## src/design/srzsd_pkg.sv

```systemverilog
// Constants and carrier types for the speed ramp and standstill block
package srzsd_pkg;
    // ------------------------------------------------------------
    // Parameter map addresses
    // ------------------------------------------------------------
    localparam logic [15:0] ADDR_ACCEL = 16'h0144;
    localparam logic [15:0] ADDR_DECEL = 16'h0146;
    localparam logic [15:0] ADDR_SCURVE = 16'h0148;
    localparam logic [15:0] ADDR_INERTIA = 16'h014a;
    localparam logic [15:0] ADDR_WINDOW = 16'h014c;
    localparam logic [15:0] ADDR_TARGET = 16'h014e;
    // ------------------------------------------------------------
    // Reset values and ranges
    // ------------------------------------------------------------
    localparam logic [15:0] RST_ACCEL = 16'h00c8;
    localparam logic [15:0] RST_DECEL = 16'h00c8;
    localparam logic [15:0] RST_SCURVE = 16'h0000;
    localparam logic [15:0] RST_INERTIA = 16'h000a;
    localparam logic [15:0] RST_WINDOW = 16'h0064;
    localparam logic [15:0] RST_TARGET = 16'h0bb8;
    localparam logic [15:0] MIN_TIME = 16'h0001;
    localparam logic [15:0] MAX_TIME = 16'hffdc;
    localparam logic [15:0] MAX_INERTIA = 16'h07d0;
    localparam logic [15:0] MAX_WINDOW = 16'h07d0;
    localparam logic [15:0] MAX_TARGET = 16'h1388;
    localparam logic [15:0] ANA_MAX_RAMP = 16'h4e20;
    localparam logic [15:0] ANA_MAX_SCURVE = 16'h2710;
    localparam logic [15:0] SCURVE_COMP_ONLY = 16'h0001;
    localparam logic [15:0] SCURVE_OFF = 16'h0000;
    localparam logic [15:0] WORD_ZERO = 16'h0000;
    localparam logic [4:0] TARGET_SCALE = 5'h0a;
    // ------------------------------------------------------------
    // Timing
    // ------------------------------------------------------------
    localparam int CLK_HZ = 10_000_000;
    localparam int TICK_US = 1000;
    localparam int TICK_CYCLES = CLK_HZ / 1_000_000 * TICK_US;
    localparam int RATED_SPEED = 30000;
    // ------------------------------------------------------------
    // Settings carrier
    // ------------------------------------------------------------
    typedef struct packed {
        logic [15:0] accel;
        logic [15:0] decel;
        logic [15:0] scurve;
        logic [15:0] inertia;
        logic [15:0] window;
        logic [15:0] target;
    } srzsd_cfg_s;
endpackage : srzsd_pkg

```

## src/design/srzsd_top.sv

```systemverilog
// Speed reference ramp with standstill and speed-reached detection
// Behaviour
// - Accel time spans standstill to rated speed
// - Smoothed acceleration lasts accel plus S-curve time
// - Smoothed deceleration lasts decel plus S-curve time
// - Zero S-curve with non-analog source disables smoothing and compensation only
// - S-curve value decodes smoothing and compensation
// - S-curve time 0 to 65500 ms
// - Analog source with zero S-curve bypasses ramp
// - Analog source clamps accel time to 20000
// - Analog source clamps decel time to 20000
// - Analog source clamps S-curve time to 10000
// - Inertia ratio held, range 0 to 2000
// - Standstill flag when speed within window
// - Standstill holds until speed exceeds window
// - Speed reached flag while speed at or above target
`timescale 1ns/1ps
module srzsd_top #(
    parameter int SPW = 24,
    parameter int FRW = 16,
    parameter int TICK_CYCLES = srzsd_pkg::TICK_CYCLES,
    parameter int RATED = srzsd_pkg::RATED_SPEED
) (
    input wire logic clk,
    input wire logic nrst,
    input wire logic en,
    input wire logic par_wr,
    input wire logic par_rd,
    input wire logic [15:0] par_addr,
    input wire logic [15:0] par_wdata,
    output logic [15:0] par_rdata_q,
    input wire logic analog_src,
    input wire logic comp_select,
    input wire logic signed [SPW-1:0] speed_cmd,
    input wire logic signed [SPW-1:0] speed_meas,
    output logic signed [SPW-1:0] speed_ref_q,
    output logic scurve_en_q,
    output logic track_comp_q,
    output logic standstill_flag_q,
    output logic speed_reached_flag_q
);
    localparam int W = SPW + FRW;
    localparam logic [W-1:0] RATED_FX = W'(RATED) << FRW;
    // ------------------------------------------------------------
    // Parameter map
    // ------------------------------------------------------------
    srzsd_pkg::srzsd_cfg_s cfg_q;
    wire wr_acc = par_wr && par_addr == srzsd_pkg::ADDR_ACCEL;
    wire wr_dec = par_wr && par_addr == srzsd_pkg::ADDR_DECEL;
    wire wr_scv = par_wr && par_addr == srzsd_pkg::ADDR_SCURVE;
    wire wr_ine = par_wr && par_addr == srzsd_pkg::ADDR_INERTIA;
    wire wr_win = par_wr && par_addr == srzsd_pkg::ADDR_WINDOW;
    wire wr_tgt = par_wr && par_addr == srzsd_pkg::ADDR_TARGET;
    wire [15:0] time_wr = (par_wdata < srzsd_pkg::MIN_TIME) ? srzsd_pkg::MIN_TIME :
        (par_wdata > srzsd_pkg::MAX_TIME) ? srzsd_pkg::MAX_TIME : par_wdata;
    wire [15:0] scv_wr = (par_wdata > srzsd_pkg::MAX_TIME) ? srzsd_pkg::MAX_TIME :
        par_wdata;
    wire [15:0] ine_wr = (par_wdata > srzsd_pkg::MAX_INERTIA) ? srzsd_pkg::MAX_INERTIA :
        par_wdata;
    wire [15:0] win_wr = (par_wdata > srzsd_pkg::MAX_WINDOW) ? srzsd_pkg::MAX_WINDOW :
        par_wdata;
    wire [15:0] tgt_wr = (par_wdata > srzsd_pkg::MAX_TARGET) ? srzsd_pkg::MAX_TARGET :
        par_wdata;
    wire [15:0] rd_mux = (par_addr == srzsd_pkg::ADDR_ACCEL) ? cfg_q.accel :
        (par_addr == srzsd_pkg::ADDR_DECEL) ? cfg_q.decel :
        (par_addr == srzsd_pkg::ADDR_SCURVE) ? cfg_q.scurve :
        (par_addr == srzsd_pkg::ADDR_INERTIA) ? cfg_q.inertia :
        (par_addr == srzsd_pkg::ADDR_WINDOW) ? cfg_q.window :
        (par_addr == srzsd_pkg::ADDR_TARGET) ? cfg_q.target : srzsd_pkg::WORD_ZERO;

    always_ff @(posedge clk or negedge nrst) begin
        if (!nrst) begin
            cfg_q <= {srzsd_pkg::RST_ACCEL, srzsd_pkg::RST_DECEL, srzsd_pkg::RST_SCURVE,
                      srzsd_pkg::RST_INERTIA, srzsd_pkg::RST_WINDOW, srzsd_pkg::RST_TARGET};
            par_rdata_q <= srzsd_pkg::WORD_ZERO;
        end else if (en) begin
            if (wr_acc) cfg_q.accel <= time_wr;
            if (wr_dec) cfg_q.decel <= time_wr;
            if (wr_scv) cfg_q.scurve <= scv_wr;
            if (wr_ine) cfg_q.inertia <= ine_wr;
            if (wr_win) cfg_q.window <= win_wr;
            if (wr_tgt) cfg_q.target <= tgt_wr;
            if (par_rd) par_rdata_q <= rd_mux;
        end
    end

    // ------------------------------------------------------------
    // Effective times and S-curve decode
    // ------------------------------------------------------------
    wire [15:0] acc_eff = (analog_src && cfg_q.accel > srzsd_pkg::ANA_MAX_RAMP) ?
        srzsd_pkg::ANA_MAX_RAMP : cfg_q.accel;
    wire [15:0] dec_eff = (analog_src && cfg_q.decel > srzsd_pkg::ANA_MAX_RAMP) ?
        srzsd_pkg::ANA_MAX_RAMP : cfg_q.decel;
    wire [15:0] scv_eff = (analog_src && cfg_q.scurve > srzsd_pkg::ANA_MAX_SCURVE) ?
        srzsd_pkg::ANA_MAX_SCURVE : cfg_q.scurve;
    wire smooth = scv_eff > srzsd_pkg::SCURVE_COMP_ONLY;
    wire comp = (scv_eff == srzsd_pkg::SCURVE_COMP_ONLY) || (smooth && comp_select);
    wire bypass = analog_src && (cfg_q.scurve == srzsd_pkg::SCURVE_OFF);
    wire [16:0] acc_tot = smooth ? {1'b0, acc_eff} + {1'b0, scv_eff} : {1'b0, acc_eff};
    wire [16:0] dec_tot = smooth ? {1'b0, dec_eff} + {1'b0, scv_eff} : {1'b0, dec_eff};

    // ------------------------------------------------------------
    // Ramp generator
    // ------------------------------------------------------------
    logic signed [W-1:0] ref_q;
    logic [$clog2(TICK_CYCLES)-1:0] tick_cnt_q;
    wire tick = tick_cnt_q == ($clog2(TICK_CYCLES))'(TICK_CYCLES - 1);
    wire signed [W-1:0] cmd_fx = W'(speed_cmd) <<< FRW;
    wire accel = ((cmd_fx > ref_q) && !ref_q[W-1]) || ((cmd_fx < ref_q) && (ref_q <= 0));
    wire [16:0] ramp_time = accel ? acc_tot : dec_tot;
    wire [W-1:0] step = RATED_FX / W'(ramp_time);
    wire signed [W-1:0] diff = cmd_fx - ref_q;
    wire [W-1:0] diff_abs = diff[W-1] ? W'(-diff) : W'(diff);
    wire signed [W-1:0] ref_d = bypass ? cmd_fx :
        (diff_abs <= step) ? cmd_fx :
        diff[W-1] ? ref_q - $signed(step) : ref_q + $signed(step);

    always_ff @(posedge clk or negedge nrst) begin
        if (!nrst) begin
            tick_cnt_q <= '0;
            ref_q <= '0;
            speed_ref_q <= '0;
        end else if (en) begin
            tick_cnt_q <= tick ? '0 : tick_cnt_q + 1'b1;
            if (tick || bypass) ref_q <= ref_d;
            speed_ref_q <= SPW'(ref_q >>> FRW);
        end
    end

    // ------------------------------------------------------------
    // Speed detection outputs
    // ------------------------------------------------------------
    wire [SPW-1:0] meas_abs = speed_meas[SPW-1] ? SPW'(-speed_meas) : SPW'(speed_meas);
    wire [SPW+4:0] target_fx = (SPW+5)'(cfg_q.target) * (SPW+5)'(srzsd_pkg::TARGET_SCALE);
    wire still = meas_abs <= SPW'(cfg_q.window);
    wire reached = (SPW+5)'(meas_abs) >= target_fx;

    always_ff @(posedge clk or negedge nrst) begin
        if (!nrst) begin
            standstill_flag_q <= 1'b0;
            speed_reached_flag_q <= 1'b0;
            scurve_en_q <= 1'b0;
            track_comp_q <= 1'b0;
        end else if (en) begin
            standstill_flag_q <= still;
            speed_reached_flag_q <= reached;
            scurve_en_q <= smooth;
            track_comp_q <= comp;
        end
    end

    // ------------------------------------------------------------
    // Assertions
    // ------------------------------------------------------------
    a_standstill_set: assert property (@(posedge clk) disable iff (!nrst)
        en && meas_abs <= SPW'(cfg_q.window) |=> standstill_flag_q)
        else $error("standstill flag missing");
    a_standstill_clear: assert property (@(posedge clk) disable iff (!nrst)
        en && meas_abs > SPW'(cfg_q.window) |=> !standstill_flag_q)
        else $error("standstill flag held above window");
    a_reached_flag: assert property (@(posedge clk) disable iff (!nrst)
        en |=> speed_reached_flag_q == $past(reached))
        else $error("speed reached flag wrong");
    a_ramp_step_bound: assert property (@(posedge clk) disable iff (!nrst)
        en && tick && !bypass |=> (ref_q - $past(ref_q) <= $signed($past(step))) &&
        ($past(ref_q) - ref_q <= $signed($past(step))))
        else $error("ramp stepped too far");
    a_analog_bypass: assert property (@(posedge clk) disable iff (!nrst)
        en && bypass ##1 en |=> speed_ref_q == $past(speed_cmd, 2))
        else $error("analog bypass not followed");
    a_accel_clamp: assert property (@(posedge clk) disable iff (!nrst)
        analog_src |-> acc_eff <= srzsd_pkg::ANA_MAX_RAMP)
        else $error("accel not clamped");
    a_decel_clamp: assert property (@(posedge clk) disable iff (!nrst)
        analog_src |-> dec_eff <= srzsd_pkg::ANA_MAX_RAMP)
        else $error("decel not clamped");
    a_scurve_clamp: assert property (@(posedge clk) disable iff (!nrst)
        analog_src |-> scv_eff <= srzsd_pkg::ANA_MAX_SCURVE)
        else $error("scurve not clamped");
    a_scurve_decode: assert property (@(posedge clk) disable iff (!nrst)
        en |=> scurve_en_q == ($past(scv_eff) > srzsd_pkg::SCURVE_COMP_ONLY) &&
        (track_comp_q == ($past(scv_eff) == srzsd_pkg::SCURVE_COMP_ONLY ||
        ($past(scv_eff) > srzsd_pkg::SCURVE_COMP_ONLY && $past(comp_select)))))
        else $error("scurve decode wrong");
    a_total_time: assert property (@(posedge clk) disable iff (!nrst)
        smooth |-> acc_tot == {1'b0, acc_eff} + {1'b0, scv_eff} &&
        dec_tot == {1'b0, dec_eff} + {1'b0, scv_eff})
        else $error("total ramp time wrong");
    a_times_ranged: assert property (@(posedge clk) disable iff (!nrst)
        cfg_q.accel >= srzsd_pkg::MIN_TIME && cfg_q.accel <= srzsd_pkg::MAX_TIME &&
        cfg_q.scurve <= srzsd_pkg::MAX_TIME && cfg_q.inertia <= srzsd_pkg::MAX_INERTIA)
        else $error("setting out of range");
    a_zero_keeps_ramp: assert property (@(posedge clk) disable iff (!nrst)
        !analog_src && scv_eff == srzsd_pkg::SCURVE_OFF |-> !bypass && ramp_time != 17'h0)
        else $error("zero scurve disabled ramp");
    a_plain_ramp_time: assert property (@(posedge clk) disable iff (!nrst)
        !smooth |-> acc_tot == {1'b0, acc_eff} && dec_tot == {1'b0, dec_eff})
        else $error("ramp time changed without smoothing");
    a_decel_window_ranged: assert property (@(posedge clk) disable iff (!nrst)
        cfg_q.decel >= srzsd_pkg::MIN_TIME && cfg_q.decel <= srzsd_pkg::MAX_TIME &&
        cfg_q.window <= srzsd_pkg::MAX_WINDOW)
        else $error("setting out of range");
    a_ramp_exact_step: assert property (@(posedge clk) disable iff (!nrst)
        en && tick && !bypass && diff_abs > step |=>
        (ref_q - $past(ref_q) == $signed($past(step))) ||
        ($past(ref_q) - ref_q == $signed($past(step))))
        else $error("ramp step size wrong");
    a_ramp_up_bound: assert property (@(posedge clk) disable iff (!nrst)
        en && tick && !bypass && cmd_fx > ref_q |=> ref_q > $past(ref_q) && ref_q <= $past(cmd_fx))
        else $error("ramp up overshoot");
    a_ramp_down_bound: assert property (@(posedge clk) disable iff (!nrst)
        en && tick && !bypass && cmd_fx < ref_q |=> ref_q < $past(ref_q) && ref_q >= $past(cmd_fx))
        else $error("ramp down overshoot");
    a_ramp_hold: assert property (@(posedge clk) disable iff (!nrst)
        en && !tick && !bypass |=> $stable(ref_q))
        else $error("reference moved between ticks");
    a_freeze_state: assert property (@(posedge clk) disable iff (!nrst)
        !en |=> $stable(ref_q) && $stable(tick_cnt_q) && $stable(cfg_q))
        else $error("state moved while disabled");
    c_ramp_up: cover property (@(posedge clk) disable iff (!nrst) en && tick && accel);
    c_standstill: cover property (@(posedge clk) disable iff (!nrst) $rose(standstill_flag_q));
    c_reached: cover property (@(posedge clk) disable iff (!nrst) $rose(speed_reached_flag_q));
    c_bypass: cover property (@(posedge clk) disable iff (!nrst) en && bypass);
    c_ramp_down: cover property (@(posedge clk) disable iff (!nrst) en && tick && !accel);
endmodule : srzsd_top

```

## config.mk

```make
export PLATFORM = sky130hd
export DESIGN_NAME = srzsd_top
export DESIGN_NICKNAME = d
export VERILOG_FILES = /design/src/design/srzsd_pkg.sv /design/src/design/srzsd_top.sv
export SDC_FILE = /design/constraint.sdc
export NUM_CORES = 2
export LEC_CHECK = 0
export BUFFER_PORTS_ARGS = -buffer_cell sky130_fd_sc_hd__buf_2
export CAP_MARGIN = 10
export CORE_ASPECT_RATIO = 0.5
export CORE_UTILIZATION = 52
export DETAILED_ROUTE_END_ITERATION = 7
export PLACE_DENSITY_LB_ADDON = 0.2
export SLEW_MARGIN = 20
export SYNTH_ARGS = -nofsm -noshare
export SYNTH_HDL_FRONTEND = slang
export SYNTH_SLANG_ARGS = --single-unit
```

## constraint.sdc

```tcl
create_clock -name clk -period 427.4 [get_ports clk]
set_clock_uncertainty 0.05 [all_clocks]
set_input_delay 85.48 -clock clk [delete_from_list [all_inputs] [get_ports clk]]
set_output_delay 85.48 -clock clk [all_outputs]
set_load 0.05 [all_outputs]
```

# [Yosys cells after proc, flatten, opt, wreduce, memory -nomap -nowiden]
# Cells that the tools add are included.
[totals] ff_bits=194 latch_bits=0 ram_bits=0 mem_bits_ro=0 input_bits=87 wordCells=94 memories=0
[op_classes] addsub=8 mul=1 div_mod_pow=1 n_lt_le_gt_ge=14 eq_ne=8 shifts=0 n_mux=22 n_bitwise=0 n_reduce_logical=26
[op_table] op="16-bit two-way mux" n=13
[op_table] op="40-bit two-way mux" n=4
[op_table] op="16-bit by 9-bit equality test with 1-bit output (second input constant)" n=6
[op_table] op="40-bit subtractor" n=2
[op_table] op="17-bit two-way mux" n=3
[op_table] op="40-bit adder" n=1
[op_table] op="31-bit by 17-bit divider with 40-bit output (first input constant)" n=1
[op_table] op="40-bit greater-than comparator" n=1
[op_table] op="40-bit by 1-bit less-or-equal comparator with 1-bit output (second input constant)" n=1
[op_table] op="40-bit less-or-equal comparator" n=1
[op_table] op="40-bit less-than comparator" n=1
[op_table] op="40-bit negator" n=1
[op_table] op="16-bit by 16-bit adder with 17-bit output" n=2
[op_table] op="16-bit by 15-bit greater-than comparator with 1-bit output (second input constant)" n=2
[op_table] op="24-bit by 20-bit >= comparator with 1-bit output" n=1
[op_table] op="24-bit by 16-bit less-or-equal comparator with 1-bit output" n=1
[op_table] op="24-bit two-way mux" n=1
[op_table] op="24-bit negator" n=1
[op_table] op="16-bit by 3-bit multiplier with 19-bit output (second input constant)" n=1
[op_table] op="16-bit by 1-bit equality test with 1-bit output (second input constant)" n=1
[op_table] op="16-bit by 1-bit greater-than comparator with 1-bit output (second input constant)" n=1
[op_table] op="16-bit by 11-bit greater-than comparator with 1-bit output (second input constant)" n=1
[op_table] op="16-bit by 13-bit greater-than comparator with 1-bit output (second input constant)" n=1
[op_table] op="16-bit by 14-bit greater-than comparator with 1-bit output (second input constant)" n=1
[op_table] op="10 further kinds" n=31

# [Longest topological paths before layout]
[depth] word_depth=11 depth_mapped=793 depth_no_buf=728

# [Least setup slack after synthesis]
# No wires, ideal clock.
[synth_path] kind="input -> register" startpoint="in analog_src" endpoint="reg ref_q[39]" setup_ns=0.134 t_arrival_ns=220.882 path_slack_ns=206.333 path_stages=764 n_path_buf=77 path_cell_list="buf_6 > nand4_1 > a211o_1 > o21a_1 > clkbuf_1 > and2_1 > ha_1 > a21oi_1 > nand2b_1 > a41oi_1 > a211oi_1 > a32oi_1 > a31oi_1 > xnor2_1 > nor2_1 > a221oi_1 > nand4_1 > clkbuf_1 > [... 728 more ...] > a21o_1 > a21o_1 > a21o_1 > a21o_1 > a21o_1 > a21o_1 > a21o_1 > a21o_1 > a21o_1 > a21o_1 > a21o_1 > a21o_1 > a21o_1 > a21o_1 > a21oi_1 > xnor2_1 > a211oi_1 > a21oi_1"
[synth_via] elab_chain_cells=10
[synth_rtl] item="from (decl)" line_no="srzsd_top.sv:32" text="input wire logic analog_src,"
[synth_rtl] item="1-bit logical AND (on tied branches)" line_no="srzsd_top.sv:92, srzsd_top.sv:90, srzsd_top.sv:94"
[synth_rtl] item="16-bit two-way mux (on tied branches)" line_no="srzsd_top.sv:92, srzsd_top.sv:90, srzsd_top.sv:94"
[synth_rtl] item="16-bit by 16-bit adder with 17-bit output (tied with other cells)" line_no="srzsd_top.sv:100" text="wire [16:0] dec_tot = smooth ? {1'b0, dec_eff} + {1'b0, scv_eff} : {1'b0, dec_eff};"
[synth_rtl] item="17-bit two-way mux (on tied branches)" line_no="srzsd_top.sv:100, srzsd_top.sv:99"
[synth_rtl] item="17-bit two-way mux" line_no="srzsd_top.sv:110" text="wire [16:0] ramp_time = accel ? acc_tot : dec_tot;"
[synth_rtl] item="31-bit by 17-bit divider with 40-bit output" line_no="srzsd_top.sv:111" text="wire [W-1:0] step = RATED_FX / W'(ramp_time);"
[synth_rtl] item="40-bit adder / 40-bit subtractor (equally long branches)" line_no="srzsd_top.sv:116" text="diff[W-1] ? ref_q - $signed(step) : ref_q + $signed(step);"
[synth_rtl] item="40-bit two-way mux" line_no="srzsd_top.sv:116"
[synth_rtl] item="40-bit two-way mux" line_no="srzsd_top.sv:115" text="(diff_abs <= step) ? cmd_fx :"
[synth_rtl] item="40-bit two-way mux" line_no="srzsd_top.sv:114" text="wire signed [W-1:0] ref_d = bypass ? cmd_fx :"
[synth_rtl] item="to (signal assigned)" line_no="srzsd_top.sv:125" text="if (tick || bypass) ref_q <= ref_d;"
[synth_rtl] item="to (decl)" line_no="srzsd_top.sv:105" text="logic signed [W-1:0] ref_q;"
# Parallel ways exist; a longest one is shown, timed or not.
# A chain may end at the register's enable or synchronous reset.

==> results_tabular.tex <==
\begin{tabular}{lr}
\hline
Metric & Value \\
\hline
\multicolumn{2}{l}{\textbf{Run status}} \\
Run status & complete, no violations \\
\multicolumn{2}{l}{\textbf{Cells and area}} \\
Filler cell count in the final layout & 11059 \\
Synthesis-to-layout area growth & 3.714\% \\
Net count, final & between 9000 and 10000 \\
Final cell utilization of the core & 0.5502 \\
Fraction of layout instances using a drive strength above 1 & 0.09918 \\
Register area & between 4000 and 5000 µm² \\
Multi-input combinational cell area & $\sim$53000 µm² \\
Antenna diodes & 0 \\
\multicolumn{2}{l}{\textbf{Drt}} \\
Pre-Repair DR Iteration Count & 6 \\
Number of vias per cell & roughly 6.6 \\
Total wirelength of the detailed-routed design & roughly 210000 µm \\
Number of violations reported at the end of detailed-routing iteration 0 & 6787 \\
Via count of the routed design & roughly 65000 \\
Wire per inst & approximately 22 µm \\
Number of routed nets with antenna violations & 0 \\
DRC errors left & 0 \\
\multicolumn{2}{l}{\textbf{Timing}} \\
Rel. slew slack & 0.2152 \\
Pins over their slew limit & 0 \\
Final period demand of the worst path & $\sim$240 ns \\
Final count of negative-setup-slack endpoints & 0 \\
RSZ-0062 raised after global routing & no \\
Sum Neg Setup Slack & 0 ns \\
Achievable Freq & 4.177 MHz \\
Slew at the pin with the worst max-slew slack & roughly 1.2 ns \\
Worst Hold Slack & between 0.4 and 0.5 ns \\
Final Hold Fails & 0 \\
Crit share post-route & 0.5601 \\
\multicolumn{2}{l}{\textbf{Clock tree}} \\
Clock buffer count from CTS & 17 \\
Worst-case clock buffer depth & 2 \\
Post-cts resize count & 0 \\
Total number of clock tree sinks & between 150 and 200 \\
Level count of the clock H-tree & 4 \\
Clock slew seen by the registers of the worst setup and hold paths & 0.10 ns \\
Insertion delay of the later-clocked pin in the worst-skew pair & $\sim$0.52 ns \\
Buffer count from post-CTS setup fixing & 0 \\
TritonCTS clock tree & yes \\
Cell at the root of the clock tree & clkbuf\_16 \\
Number of buffers inserted by hold repair at cts & 0 \\
\multicolumn{2}{l}{\textbf{Synth}} \\
Area of the mapped netlist & roughly 60000 µm² \\
Dominant cell type by area after synthesis & ha\_1 \\
Number of register bits inferred by synthesis & $\sim$190 \\
Post-Syn Instances & 8301 \\
Dominant synthesized flop cell & dfrtp\_1 \\
Synth cell count leaders & 792 x nor2\_1, 749 x nand2\_1, 700 x ha\_1 \\
Syn nets & $\sim$9100 \\
Async SR Flop Fraction & 1.000 \\
Number of distinct library cell variants in the gate-level netlist after synthesis & 188 \\
Share of the yosys chip area belonging to registers & 0.08074 \\
Average cell area after synthesis & 7.277 µm² \\
Most repeated cell in the gate-level netlist after synthesis & nor2\_1 \\
Cell types occupying the most area after synthesis & ha\_1 14\%, dfrtp\_1 7.3\%, xnor2\_1 6.0\% \\
Number of enable-type register cells in the synthesized netlist & 0 \\
Synthesis Warnings & 0 \\
Post-synth top area share & 0.1450 \\
\multicolumn{2}{l}{\textbf{Critical path}} \\
Arrival time of the worst setup path & roughly 240 ns \\
Slowest library cell on the worst path & nor4\_1 \\
Setup Crit Path Kind & in2reg \\
Cell occurring most often along the worst timing path & a21o\_1 \\
Largest fanout of any net on the critical path & 45 \\
Required arrival time at the worst endpoint & 427.76 ns \\
Setup crit end kind & flop \\
Delay contributed by the slowest stage of the critical path & between 0.9 and 1 ns \\
Kind of start point of the critical path & input port \\
\multicolumn{2}{l}{\textbf{Placement}} \\
Routability Congestion & $\sim$1.0 \\
DP Wirelength & between 150000 and 200000 µm \\
Port Buffers & 130 \\
\multicolumn{2}{l}{\textbf{Floorplanning}} \\
I/O pin count & around 130 \\
Core region area & between 100000 and 150000 µm² \\
Overall die height & roughly 240 µm \\
Die ar. & roughly 120000 µm² \\
Effective utilization at floorplan & 0.5305 \\
Number of placement rows & 87 \\
Floorplan die width & 484.0 µm \\
\multicolumn{2}{l}{\textbf{Global route}} \\
Total overflow reported by the global router & 0 \\
Busiest layer in global routing & met2 \\
Wire length of the first global-routing pass & around 330000 µm \\
GRT met2 Usage & 0.5383 \\
Pin count of the biggest net entering global routing & 87 \\
Met3 global-route usage & 0.05562 \\
Initial antenna violation count & 2 \\
Gr usage total & 0.3467 \\
Met1 routing resource usage after global routing & 0.4805 \\
Number of global-route vias before repair & 57958 \\
\multicolumn{2}{l}{\textbf{Hold path}} \\
Type of the worst min-delay path & reg2reg \\
\multicolumn{2}{l}{\textbf{Run}} \\
Max capacitance violation total & 0 \\
\hline
\end{tabular}
-- final cells by class --
type	count	area share
sequential	194	0.07785
tap	1513	0.03022
multi-input combinational	7513	0.8452
timing repair buffer	190	0.01774
clock inverter	15	0.002976
inverter	319	0.01927
clock buffer	17	0.006791
-- worst paths after layout --
| check | start | end | slack, ns | cells past startpoint |
|---|---|---|---|---|
| min | par_rdata_q[13] | par_rdata_q[13] | 0.43 | 2 |
| max | analog_src | ref_q[39] | 188.00 | 703 |
| min reg2reg | par_rdata_q[13] | par_rdata_q[13] | 0.43 | 2 |
| max reg2reg | cfg_q[56] | ref_q[39] | 272.40 | 701 |
| max in group asynchronous | nrst | ref_q[18] | 340.90 | 2 |
| min in group asynchronous | nrst | speed_ref_q[13] | 84.89 | 1 |
-- registers in the layout (all words and copies together) (netlist names) --
register and cells:
cfg_q 96, speed_reached_flag_q 1, track_comp_q 1, speed_ref_q 24, standstill_flag_q 1, tick_cnt_q 14, ref_q 40, par_rdata_q 16
scurve_en_q 1
-- per-stage QoR --
| stage | cells | cell area (µm²) | setup WS, ns |
|---|---|---|---|
| floorplan | 8301 | 60400 | 206.33 |
| global placement | 9729 | 62020 | 195.53 |
| detailed placement | 9729 | 62020 | 191.59 |
| CTS | 9761 | 62640 | 191.52 |
| global route | 9761 | 62650 | 175.50 |
| finish | 9761 | 62650 | 188.00 |
-- worst max-delay path, delay by kind of cell --
| family | cells | cell delay, ns |
|---|---|---|
| XOR/XNOR | 1 | 0.09 |
| multiplexers | 3 | 1.02 |
| AO/OA/AOI/OAI | 414 | 82.76 |
| adder cells (fa/ha/maj) | 45 | 13.88 |
| buffers and inverters | 41 | 12.26 |
| AND/OR/NAND/NOR | 199 | 43.66 |
-- cells in the final DEF, fill, tap and decap left out, types with 24 or more instances in the layout --
cell type / synthesis / routed
buf_4: 22 / 60
nor3_1: 238 / 237
nand2b_1: 189 / 189
nand3_1: 230 / 230
mux2i_1: 98 / 98
dfrtp_1: 176 / 176
a211oi_1: 68 / 67
o21bai_1: 44 / 44
o21a_1: 192 / 192
ha_1: 700 / 700
and3_1: 85 / 85
or4_1: 27 / 27
o21ai_0: 475 / 474
o31ai_1: 124 / 124
mux2_2: 172 / 172
nand2_1: 749 / 749
buf_2: 29 / 129
nor4_1: 82 / 81
o2111ai_1: 26 / 26
and2_1: 103 / 103
nand4_1: 141 / 141
nand3b_1: 24 / 24
a21o_1: 399 / 398
a41oi_1: 26 / 26
a21oi_1: 638 / 636
nor2_1: 792 / 790
xor2_1: 204 / 203
nor2b_1: 104 / 104
a21boi_0: 25 / 25
a211o_1: 28 / 28
a221oi_1: 40 / 38
o21ai_1: 46 / 46
a31oi_1: 89 / 89
or3_1: 74 / 74
inv_1: 294 / 289
o211ai_1: 63 / 63
or2_2: 54 / 55
xnor2_1: 411 / 410
-- cell families (layout without fill, tap and decap cells) --
logic type | Yosys count | in the layout | share of synthesized area
buffers and inverters | 594 | 541 | 0.04578
other | 1 | 1 | 0.00006208
xor gates and xnor gates | 620 | 620 | 0.09071
muxes | 289 | 289 | 0.05255
and+or+nand+nor | 3154 | 3154 | 0.2687
adders and majority gates | 711 | 711 | 0.1483
DFF | 194 | 194 | 0.08074
AOI/OAI and AO/OA | 2738 | 2738 | 0.3131
-- metal layers --
layer | wire, µm | vias up
met5 | 18 | -
met4 | 8346 | 2
met3 | 18660 | 507
met2 | 90480 | 2912
met1 | 95190 | 30158
li1 | - | 30947
Power is not shown: default switching activity piles up to over one toggle a cycle in this logic, so the estimate is an artifact.
